==> config.mk <==
export PLATFORM = sky130hd
export DESIGN_NAME = oosc_top
export DESIGN_NICKNAME = d
export VERILOG_FILES = /design/src/rtl/oosc_top.v /design/src/rtl/oosc_sync3.v /design/src/rtl/oosc_osc.v
export VERILOG_INCLUDE_DIRS = /design/src /design/src/rtl
export SDC_FILE = /design/constraint.sdc
export NUM_CORES = 1
export LEC_CHECK = 0
export ABC_AREA = 1
export BUFFER_PORTS_ARGS = -buffer_cell sky130_fd_sc_hd__buf_2
export CAP_MARGIN = 20
export CORE_ASPECT_RATIO = 0.7
export CORE_UTILIZATION = 35
export CTS_CLUSTER_DIAMETER = 150
export DETAILED_ROUTE_END_ITERATION = 10
export PLACE_DENSITY_LB_ADDON = 0.3
export RECOVER_POWER = 100
export SETUP_SLACK_MARGIN = 0.4
export SLEW_MARGIN = 15
export SYNTH_ARGS = -nofsm -noshare
export SYNTH_HDL_FRONTEND = slang
export SYNTH_SLANG_ARGS = --single-unit
==> constraint.sdc <==
create_clock -name aclk -period 2.55 [get_ports aclk]
set_input_delay 0.255 -clock aclk [delete_from_list [all_inputs] [get_ports aclk]]
set_output_delay 0.255 -clock aclk [all_outputs]
set_load 0.05 [all_outputs]
==> src/rtl/oosc_regs.vh <==
`ifndef OOSC_REGS_VH
`define OOSC_REGS_VH
// Clock and oscillator rates in Hz
`define OOSC_CLK_HZ 100000000
`define OOSC_NOM_HZ 44000
`define OOSC_HF_HZ 130000
// Maximum-duty window as a percentage of the cycle
`define OOSC_DUTY_PCT 67
`define OOSC_PCT_FULL 100
// Turn-on blanking interval in ns and ns per second
`define OOSC_BLANK_NS 200
`define OOSC_NS_PER_S 1000000000
// Counter widths
`define OOSC_CW 12
`define OOSC_SKW 16
// Register byte offsets
`define OOSC_OFF_CTRL 5'h00
`define OOSC_OFF_STAT 5'h04
`define OOSC_OFF_ISTAT 5'h08
`define OOSC_OFF_IMASK 5'h0C
`define OOSC_OFF_SKIP 5'h10
// Control fields
`define OOSC_CTRL_RUN 0
`define OOSC_CTRL_HF 1
`define OOSC_CTRL_RST 2'h1
// Event bit positions (status and mask share layout)
`define OOSC_EV_UV 0
`define OOSC_EV_OT 1
`define OOSC_EV_CL 2
`define OOSC_EV_SKIP 3
`define OOSC_EVW 4
// AXI responses
`define OOSC_RESP_OK 2'h0
`define OOSC_RESP_ERR 2'h2
`endif

==> src/rtl/oosc_top.v <==
// Added by the designer: register access over AXI4-Lite and the address map.
`timescale 1ns/10ps
`include "oosc_regs.vh"
//
// Behaviour
// - Oscillator runs 44 kHz, or 130 kHz variant
// - Cycle pulse plus 67% max-duty window
// - Skipping doubles rate except high-frequency variant
// - Sample feedback at cycle start; high turns on
// - Ignore feedback mid-cycle; finish begun cycles
// - Regulator charges supply only while switch off
// - Supply below 5.1 V forces switch off
// - Stay blocked until supply back at 5.8 V
// - Above 135 C disable switch and hold off
// - Re-enable once temperature fell 70 C
// - Current limit or window end ends on-time
// - Blank current limit briefly after turn-on
module oosc_top
(
   aclk,
   aresetn,
   feedback_gate,
   supply_below_low,
   supply_at_high,
   temp_over,
   temp_cooled,
   current_over,
   switch_on,
   regulator_charge,
   max_duty_window,
   cycle_clock,
   irq,
   s_axi_awaddr,
   s_axi_awvalid,
   s_axi_awready,
   s_axi_wdata,
   s_axi_wstrb,
   s_axi_wvalid,
   s_axi_wready,
   s_axi_bresp,
   s_axi_bvalid,
   s_axi_bready,
   s_axi_araddr,
   s_axi_arvalid,
   s_axi_arready,
   s_axi_rdata,
   s_axi_rresp,
   s_axi_rvalid,
   s_axi_rready
);
   input wire aclk;
   input wire aresetn;
   input wire feedback_gate; // Feedback-gate sense, high asks for energy
   input wire supply_below_low; // Supply node under 5.1 V
   input wire supply_at_high; // Supply node reached 5.8 V
   input wire temp_over; // Junction above 135 C
   input wire temp_cooled; // Junction fell 70 C below trip
   input wire current_over; // Switch current above current_threshold
   output reg switch_on; // Power switch gate
   output reg regulator_charge; // Supply regulator draws from drain
   output wire max_duty_window; // Oscillator max-duty window
   output wire cycle_clock; // Cycle-start pulse
   output wire irq; // Level interrupt
   input wire [4:0] s_axi_awaddr;
   input wire s_axi_awvalid;
   output wire s_axi_awready;
   input wire [31:0] s_axi_wdata;
   input wire [3:0] s_axi_wstrb;
   input wire s_axi_wvalid;
   output wire s_axi_wready;
   output reg [1:0] s_axi_bresp;
   output reg s_axi_bvalid;
   input wire s_axi_bready;
   input wire [4:0] s_axi_araddr;
   input wire s_axi_arvalid;
   output wire s_axi_arready;
   output reg [31:0] s_axi_rdata;
   output reg [1:0] s_axi_rresp;
   output reg s_axi_rvalid;
   input wire s_axi_rready;

   // Cycle counts derived from the rates
   localparam [31:0] PER_NOM_W = `OOSC_CLK_HZ / `OOSC_NOM_HZ;
   localparam [31:0] PER_DBL_W = `OOSC_CLK_HZ / (2 * `OOSC_NOM_HZ);
   localparam [31:0] PER_HF_W = `OOSC_CLK_HZ / `OOSC_HF_HZ;
   localparam [31:0] WIN_NOM_W = PER_NOM_W * `OOSC_DUTY_PCT / `OOSC_PCT_FULL;
   localparam [31:0] WIN_DBL_W = PER_DBL_W * `OOSC_DUTY_PCT / `OOSC_PCT_FULL;
   localparam [31:0] WIN_HF_W = PER_HF_W * `OOSC_DUTY_PCT / `OOSC_PCT_FULL;
   // Least time, so round up to whole clocks
   localparam [31:0] BLANK_W =
      (`OOSC_BLANK_NS * (`OOSC_CLK_HZ / 1000000) + 999) / 1000;

   // Register indices
   localparam [2:0] IX_CTRL = 3'h0;
   localparam [2:0] IX_STAT = 3'h1;
   localparam [2:0] IX_ISTAT = 3'h2;
   localparam [2:0] IX_IMASK = 3'h3;
   localparam [2:0] IX_SKIP = 3'h4;
   localparam [2:0] IX_NONE = 3'h7;

   // Protection state machine codes
   localparam [1:0] ST_RUN = 2'h0;
   localparam [1:0] ST_UV = 2'h1;
   localparam [1:0] ST_OT = 2'h2;
   localparam [1:0] ST_BOTH = 2'h3;

   // Byte address to register index; shared by read and write decode
   function [2:0] oosc_idx;
      input [4:0] addr;
      begin
         case (addr)
            `OOSC_OFF_CTRL: oosc_idx = IX_CTRL;
            `OOSC_OFF_STAT: oosc_idx = IX_STAT;
            `OOSC_OFF_ISTAT: oosc_idx = IX_ISTAT;
            `OOSC_OFF_IMASK: oosc_idx = IX_IMASK;
            `OOSC_OFF_SKIP: oosc_idx = IX_SKIP;
            default: oosc_idx = IX_NONE;
         endcase
      end
   endfunction

   wire [5:0] sync_in; // Pin-domain inputs
   wire [5:0] sync_out;
   wire fb_s; // Synchronised feedback gate
   wire uv_low_s;
   wire uv_high_s;
   wire ot_hot_s;
   wire ot_cool_s;
   wire cl_s; // Synchronised current comparator
   wire cyc_start;
   wire [`OOSC_CW-1:0] period;
   wire [`OOSC_CW-1:0] window;
   wire blocked; // Any protection active
   wire fire; // This cycle switches
   wire [`OOSC_CW-1:0] blank_len;

   reg [1:0] prot_reg; // Protection state
   reg [1:0] prot_next;
   reg [1:0] ctrl_reg; // Run enable and high-frequency variant
   reg [`OOSC_EVW-1:0] istat_reg; // Sticky event bits
   reg [`OOSC_EVW-1:0] istat_next;
   reg [`OOSC_EVW-1:0] imask_reg;
   reg [`OOSC_EVW-1:0] ev; // One-cycle event pulses
   reg [`OOSC_SKW-1:0] skip_reg; // Consecutive skipped cycles
   reg [`OOSC_CW-1:0] blank_reg; // Blanking countdown
   reg [4:0] aw_addr_reg;
   reg aw_full_reg;
   reg [31:0] w_data_reg;
   reg [3:0] w_strb_reg;
   reg w_full_reg;
   reg rd_clr; // Read of interrupt status in progress
   reg [2:0] rd_ix;
   reg [2:0] wr_ix;

   assign blank_len = BLANK_W[`OOSC_CW-1:0];

   // All comparator and pin inputs cross into the clock domain here
   assign sync_in = {feedback_gate, supply_below_low, supply_at_high,
                     temp_over, temp_cooled, current_over};
   oosc_sync3 #(.W(6)) u_sync
   (
      .aclk(aclk),
      .aresetn(aresetn),
      .din(sync_in),
      .dout(sync_out)
   );
   assign fb_s = sync_out[5];
   assign uv_low_s = sync_out[4];
   assign uv_high_s = sync_out[3];
   assign ot_hot_s = sync_out[2];
   assign ot_cool_s = sync_out[1];
   assign cl_s = sync_out[0];

   // Rate choice: doubled while skipping, never on the high-frequency variant
   assign period = ctrl_reg[`OOSC_CTRL_HF] ? PER_HF_W[`OOSC_CW-1:0] :
                   (skip_reg != {`OOSC_SKW{1'b0}}) ? PER_DBL_W[`OOSC_CW-1:0] :
                   PER_NOM_W[`OOSC_CW-1:0];
   assign window = ctrl_reg[`OOSC_CTRL_HF] ? WIN_HF_W[`OOSC_CW-1:0] :
                   (skip_reg != {`OOSC_SKW{1'b0}}) ? WIN_DBL_W[`OOSC_CW-1:0] :
                   WIN_NOM_W[`OOSC_CW-1:0];

   oosc_osc u_osc
   (
      .aclk(aclk),
      .aresetn(aresetn),
      .period(period),
      .window(window),
      .cycle_start(cyc_start),
      .duty_window(max_duty_window)
   );
   assign cycle_clock = cyc_start;

   // Protection wins over any feedback sample
   assign blocked = (prot_reg != ST_RUN);
   assign fire = fb_s & ~blocked & ctrl_reg[`OOSC_CTRL_RUN];

   // Under-voltage and over-temperature, each with its own hysteresis
   always @*
   begin
      prot_next = prot_reg;
      case (prot_reg)
         ST_RUN:
         begin
            // Low supply and heat trip independently
            prot_next = {ot_hot_s, uv_low_s};
         end
         ST_UV:
         begin
            // Leave only once supply back at the upper threshold
            prot_next = {ot_hot_s, ~uv_high_s | uv_low_s};
         end
         ST_OT:
         begin
            // Hold off until cooled by the hysteresis amount
            prot_next = {~ot_cool_s | ot_hot_s, uv_low_s};
         end
         ST_BOTH:
         begin
            prot_next = {~ot_cool_s | ot_hot_s, ~uv_high_s | uv_low_s};
         end
         default:
         begin
            prot_next = ST_BOTH;
         end
      endcase
   end

   // Protection register; starts blocked until supply is proven good
   always @(posedge aclk)
   begin
      if (!aresetn)
      begin
         prot_reg <= ST_UV;
      end
      else
      begin
         prot_reg <= prot_next;
      end
   end

   // Switch gate, blanking and skip counter
   always @(posedge aclk)
   begin
      if (!aresetn)
      begin
         switch_on <= 1'b0;
         regulator_charge <= 1'b0;
         blank_reg <= {`OOSC_CW{1'b0}};
         skip_reg <= {`OOSC_SKW{1'b0}};
      end
      else
      begin
         // Charge only while the switch is off and will stay off
         regulator_charge <= ~switch_on & ~(cyc_start & fire);
         if (prot_next[0] | prot_next[1])
         begin
            // Protection forces the switch off at once
            switch_on <= 1'b0;
         end
         else if (cyc_start)
         begin
            // Single sample per cycle; later changes do not matter
            switch_on <= fire;
            blank_reg <= blank_len;
            if (fire)
            begin
               skip_reg <= {`OOSC_SKW{1'b0}};
            end
            else if (skip_reg != {`OOSC_SKW{1'b1}})
            begin
               skip_reg <= skip_reg + 1'b1;
            end
         end
         else if (switch_on)
         begin
            if (blank_reg != {`OOSC_CW{1'b0}})
            begin
               // Comparator ignored during the turn-on spike
               blank_reg <= blank_reg - 1'b1;
            end
            else if (cl_s)
            begin
               switch_on <= 1'b0;
            end
            if (!max_duty_window)
            begin
               switch_on <= 1'b0;
            end
         end
      end
   end

   // Event pulses feeding the sticky status
   always @*
   begin
      ev = {`OOSC_EVW{1'b0}};
      ev[`OOSC_EV_UV] = ~prot_reg[0] & prot_next[0];
      ev[`OOSC_EV_OT] = ~prot_reg[1] & prot_next[1];
      ev[`OOSC_EV_CL] = switch_on & cl_s & ~cyc_start &
                        (blank_reg == {`OOSC_CW{1'b0}});
      ev[`OOSC_EV_SKIP] = cyc_start & ~fire;
   end

   // Read clears only what it returned; a new event in that cycle survives
   always @*
   begin
      istat_next = istat_reg;
      if (rd_clr)
      begin
         istat_next = {`OOSC_EVW{1'b0}};
      end
      istat_next = istat_next | ev;
   end

   assign irq = |(istat_reg & imask_reg);

   // Write channels are taken in any order and held until both arrive
   assign s_axi_awready = ~aw_full_reg & ~s_axi_bvalid;
   assign s_axi_wready = ~w_full_reg & ~s_axi_bvalid;
   assign s_axi_arready = ~s_axi_rvalid;

   always @*
   begin
      wr_ix = oosc_idx(aw_addr_reg);
      rd_ix = oosc_idx(s_axi_araddr);
      rd_clr = s_axi_arvalid & ~s_axi_rvalid & (rd_ix == IX_ISTAT);
   end

   // Register bus slave and software-visible registers
   always @(posedge aclk)
   begin
      if (!aresetn)
      begin
         aw_full_reg <= 1'b0;
         w_full_reg <= 1'b0;
         aw_addr_reg <= 5'h00;
         w_data_reg <= 32'h00000000;
         w_strb_reg <= 4'h0;
         s_axi_bvalid <= 1'b0;
         s_axi_bresp <= `OOSC_RESP_OK;
         s_axi_rvalid <= 1'b0;
         s_axi_rresp <= `OOSC_RESP_OK;
         s_axi_rdata <= 32'h00000000;
         ctrl_reg <= `OOSC_CTRL_RST;
         imask_reg <= {`OOSC_EVW{1'b0}};
         istat_reg <= {`OOSC_EVW{1'b0}};
      end
      else
      begin
         istat_reg <= istat_next;
         if (s_axi_awvalid & s_axi_awready)
         begin
            aw_addr_reg <= s_axi_awaddr;
            aw_full_reg <= 1'b1;
         end
         if (s_axi_wvalid & s_axi_wready)
         begin
            w_data_reg <= s_axi_wdata;
            w_strb_reg <= s_axi_wstrb;
            w_full_reg <= 1'b1;
         end
         if (aw_full_reg & w_full_reg)
         begin
            // Both halves present: commit and answer
            aw_full_reg <= 1'b0;
            w_full_reg <= 1'b0;
            s_axi_bvalid <= 1'b1;
            s_axi_bresp <= (wr_ix == IX_NONE) ? `OOSC_RESP_ERR : `OOSC_RESP_OK;
            if (w_strb_reg[0])
            begin
               if (wr_ix == IX_CTRL)
               begin
                  ctrl_reg <= w_data_reg[1:0];
               end
               if (wr_ix == IX_IMASK)
               begin
                  imask_reg <= w_data_reg[`OOSC_EVW-1:0];
               end
            end
         end
         else if (s_axi_bvalid & s_axi_bready)
         begin
            s_axi_bvalid <= 1'b0;
         end
         if (s_axi_arvalid & s_axi_arready)
         begin
            // Read data is registered; answer one cycle after address
            s_axi_rvalid <= 1'b1;
            s_axi_rresp <= `OOSC_RESP_OK;
            case (rd_ix)
               IX_CTRL: s_axi_rdata <= {30'h00000000, ctrl_reg};
               IX_STAT: s_axi_rdata <= {26'h0000000, fb_s,
                  (skip_reg != {`OOSC_SKW{1'b0}}), max_duty_window,
                  switch_on, prot_reg};
               IX_ISTAT: s_axi_rdata <= {28'h0000000, istat_reg};
               IX_IMASK: s_axi_rdata <= {28'h0000000, imask_reg};
               IX_SKIP: s_axi_rdata <= {16'h0000, skip_reg};
               default:
               begin
                  s_axi_rdata <= 32'h00000000;
                  s_axi_rresp <= `OOSC_RESP_ERR;
               end
            endcase
         end
         else if (s_axi_rvalid & s_axi_rready)
         begin
            s_axi_rvalid <= 1'b0;
         end
      end
   end
endmodule

==> src/rtl/oosc_sync3.v <==
`timescale 1ns/10ps
// Three-flop pin synchroniser; output moves only when stages two and three agree
module oosc_sync3
#(
   parameter W = 1
)
(
   aclk,
   aresetn,
   din,
   dout
);
   input wire aclk;
   input wire aresetn;
   input wire [W-1:0] din;
   output wire [W-1:0] dout;

   genvar gi;
   generate
      for (gi = 0; gi < W; gi = gi + 1)
      begin : g_bit
         reg s1_reg; // Only read by s2_reg
         reg s2_reg;
         reg s3_reg;
         reg q_reg; // Filtered value
         // Shift chain and agreement filter
         always @(posedge aclk)
         begin
            if (!aresetn)
            begin
               s1_reg <= 1'b0;
               s2_reg <= 1'b0;
               s3_reg <= 1'b0;
               q_reg <= 1'b0;
            end
            else
            begin
               s1_reg <= din[gi];
               s2_reg <= s1_reg;
               s3_reg <= s2_reg;
               if (s2_reg == s3_reg)
               begin
                  q_reg <= s3_reg;
               end
            end
         end
         assign dout[gi] = q_reg;
      end
   endgenerate
endmodule

==> src/rtl/oosc_osc.v <==
`timescale 1ns/10ps
`include "oosc_regs.vh"
// Free-running cycle counter; period and window are taken only at wrap
module oosc_osc
(
   aclk,
   aresetn,
   period,
   window,
   cycle_start,
   duty_window
);
   input wire aclk;
   input wire aresetn;
   input wire [`OOSC_CW-1:0] period; // Cycle length in clocks
   input wire [`OOSC_CW-1:0] window; // Window length in clocks
   output reg cycle_start; // One-cycle pulse at cycle start
   output reg duty_window; // High in the max-duty part of the cycle

   reg [`OOSC_CW-1:0] cnt_reg;
   reg [`OOSC_CW-1:0] per_reg;
   reg [`OOSC_CW-1:0] win_reg;
   wire wrap;

   // Latching the rate only at wrap keeps every cycle whole
   assign wrap = (cnt_reg >= per_reg - 1'b1);

   // Counter, latched period and outputs
   always @(posedge aclk)
   begin
      if (!aresetn)
      begin
         cnt_reg <= {`OOSC_CW{1'b0}};
         per_reg <= {`OOSC_CW{1'b1}};
         win_reg <= {`OOSC_CW{1'b0}};
         cycle_start <= 1'b0;
         duty_window <= 1'b0;
      end
      else
      begin
         cycle_start <= wrap;
         if (wrap)
         begin
            cnt_reg <= {`OOSC_CW{1'b0}};
            per_reg <= period;
            win_reg <= window;
            duty_window <= 1'b1;
         end
         else
         begin
            cnt_reg <= cnt_reg + 1'b1;
            duty_window <= (cnt_reg + 1'b1 < win_reg);
         end
      end
   end
endmodule

==> flow_metrics.env <==
export IMPL_fillers=1814
export IMPL_worst_slew_pin_slew_ns=1.221
export IMPL_die_area_um2=18700
export IMPL_numCtsBuffers=17
export IMPL_synthFlopType="dfxtp_1"
export IMPL_start_util=0.3638
export IMPL_io_pins=105
export IMPL_ys_top_cells_by_count="nand2_1 (212), nor2_1 (158), dfxtp_1 (122)"
export IMPL_p_leak_nw=3.553
export IMPL_gr_usage_all_layers=0.1721
export IMPL_routabilityCongestion=0.8496
export IMPL_ys_ff_latch=122
export IMPL_yosysMostFrequentCell="nand2_1"
export IMPL_whs_ns=0.01222
export IMPL_reg2reg_depth=17
export IMPL_wirelength_um=15580
export IMPL_fmax_ghz=0.4195
export IMPL_relSlewSlack=0.1859
export IMPL_grt_ovfl_total=0
export IMPL_cts_tree="yes"
export IMPL_min_period_ns=2.384
export IMPL_grt_pass1_wl_um=25520
export IMPL_synthMuxAreaShare=0
export IMPL_drtIter0Drc=417
export IMPL_die_h_um=114.7
export IMPL_finalHoldViolations=0
export IMPL_syn_inst=923
export IMPL_drv_cap=0
export IMPL_drt_first_pass_iters=5
export IMPL_power_density_nw_per_um2=616.9
export IMPL_core_area_um2=17470
export IMPL_pwr_share_comb=0.079
export IMPL_critPathKind="reg -> reg"
export IMPL_clkPwrFrac=0.499
export IMPL_cp_arrival_ns=2.69
export IMPL_rows=40
export IMPL_clock_path_buffers=2
export IMPL_seqPwrFrac=0.422
export IMPL_synth_top_area_share=0.3844
export IMPL_ys_seq_area_frac=0.3844
export IMPL_antenna_cells=0
export IMPL_internal_power_w=0.003346
export IMPL_hold_path_class="in -> reg"
export IMPL_area_delta_synth_final_pct=20.44
export IMPL_synth_top_area_cell="dfxtp_1"
export IMPL_cts_sinks=122
export IMPL_r2r_start="u_osc.per_reg[3]"
export IMPL_synth_xor_area_frac=0.03033
export IMPL_dr_total_vias=5755
export IMPL_numPortBuffers=55
export IMPL_viasPerCell=4.634
export IMPL_setup_viol=0
export IMPL_regArea_um2=2451
export IMPL_p_sw_w=0.001374
export IMPL_start_kind="flop"
export IMPL_drc=0
export IMPL_synth_simple_gate_area_frac=0.3194
export IMPL_hold_start="temp_over"
export IMPL_synth_warnings=0
export IMPL_rsz0062_at_grt="yes"
export IMPL_grt_pass1_vias=5238
export IMPL_finalMaxSlewViolations=0
export IMPL_async_reset_ff_frac=0
export IMPL_synth_edf_count=0
export IMPL_clkTransAtPathRegs_ns=0.07
export IMPL_period_share=0.9348
export IMPL_synthAdderAreaFrac=0.05317
export IMPL_synth_compound_area_frac=0.1056
export IMPL_swShare=0.2911
export IMPL_crit_start="u_osc.per_reg[3]"
export IMPL_multi_input_area_um2=3473
export IMPL_wl_per_cell_um=12.55
export IMPL_synth_cell_types=38
export IMPL_drive_gt1_frac=0.1523
export IMPL_status="finished, final reports clean"
export IMPL_dpl_hpwl_um=11050
export IMPL_antenna_found_initial=0
export IMPL_cp_end_kind="flop"
export IMPL_grt_max_degree=69
export IMPL_synth_top_family_by_area="simple AND/OR/NAND/NOR gates"
export IMPL_syn_area_um2=6354
export IMPL_setup_tns_ns=0
export IMPL_antenna_left=0
export IMPL_h_tree_depth=4
export IMPL_insertion_delay_ns=0.42
export IMPL_ir_drop_uv=460.1
export IMPL_cts_root_buf="clkbuf_16"
export IMPL_synth_area_per_cell_um2=6.884
export IMPL_crit_fanout=4
export IMPL_worstPathRequired_ns=2.85
export IMPL_die_x_um=163.0
export IMPL_synthTopCellsByArea="dfxtp_1 (38%), nand2_1 (13%), nor2_1 (9.3%), inv_1 (6.1%), ha_1 (5.3%)"
export IMPL_nets=1084
export IMPL_skew_ns=0.01053
export IMPL_holdPathStages=3
==> critical path, stage by stage (launching register included) <==
cell,delay [ns]
dfxtp_2,0.34
inv_2,0.08
ha_4,0.15
inv_4,0.05
buf_4,0.14
nor2_4,0.12
nor2_2,0.04
ha_1,0.31
nand2_1,0.11
nor2_4,0.17
nand2_1,0.08
nor2_2,0.08
nand2_1,0.13
nand4_1,0.22
buf_4,0.15
inv_2,0.02
nand2_1,0.04
nand2_1,0.04
==> layout by cell type (no fill, tap or decap), types with 4 or more instances in the layout <==
cell,count
nand2_1,206
ha_4,5
nor2_2,7
nand3_1,51
conb_1,18
xor2_1,16
dfxtp_2,4
dfxtp_1,117
clkbuf_1,32
xnor2_1,5
a21oi_2,6
inv_6,7
nand2_2,16
nand4_1,26
o21ai_0,47
nor2_1,147
inv_8,5
or2_2,4
ha_1,22
inv_2,6
buf_2,26
a21oi_1,59
clkbuf_16,17
buf_4,22
nor2_4,7
inv_1,98
==> layer usage <==
layer | part of all wire | vias to the layer above | wire length, µm | GRT usage
li1 | - | 3052 | - | -
met1 | 0.53 | 2567 | 8205 | 0.2500
met2 | 0.42 | 123 | 6491 | 0.2533
met3 | 0.047 | 13 | 729 | 0.03803
met4 | 0.0099 | 0 | 155 | 0.04798
met5 | 0 | - | 0 | 0
==> power by group through the flow <==
stage / Clock (W) / Combinational [W] / Sequential (W)
final: 0.00236 / 0.000374 / 0.00199
after floorplan: 0 / 0.000244 / 0.00209
after global routing: 0.00249 / 0.000412 / 0.00200
after detailed placement: 0 / 0.000372 / 0.00203
after global placement: 0 / 0.000369 / 0.00203
after CTS: 0.00241 / 0.000384 / 0.00199
==> path summary, 6_finish.rpt <==
check | endpoint | slack, ns
min reg2reg | u_sync.g_bit[0].s2_reg | 0.41
min | u_sync.g_bit[2].s1_reg | 0.01
max | u_osc.win_reg[8] | 0.17
max reg2reg | u_osc.win_reg[8] | 0.17
==> stage by stage <==
step,worst slack (ns),instances,total power [W],area [µm²],util
floorplan,0.3409,940,0.002330,6460,-
finish,0.1662,1242,0.004721,7652,0.4381
CTS,0.2157,1239,0.004780,7636,0.4372
detailed placement,0.1577,1195,0.002403,6863,0.3929
global route,0.04471,1242,0.004896,7652,0.4381
global placement,0.1727,1195,0.002401,6863,0.3929
==> timing repair <==
action                                  in CTS  in global routing
hold endpoints to repair                     1                  0
buffers inserted                            11                  2
cloned                                       0                  1
endpoints found under the setup margin      24                 24
resized for setup                           32                 21
pin swaps                                    5                 12
hold buffers                                 1                  0
==> cell families after synthesis <==
logic type / after synthesis
AO/OA/AOI/OAI: 121
adder cells (fa/ha/maj): 27
other: 1
XOR/XNOR: 22
AND/OR/NAND/NOR: 476
flip-flops: 122
buffers and inverters: 154
==> cell type report <==
cell class	count	area share
sequential	122	0.3203
timing repair buffer	85	0.06066
inverter	107	0.05314
multi-input combinational	665	0.4539
clock buffer	17	0.05559
tap	231	0.03777
clock inverter	15	0.01864
(Power assumes the default switching activity.)
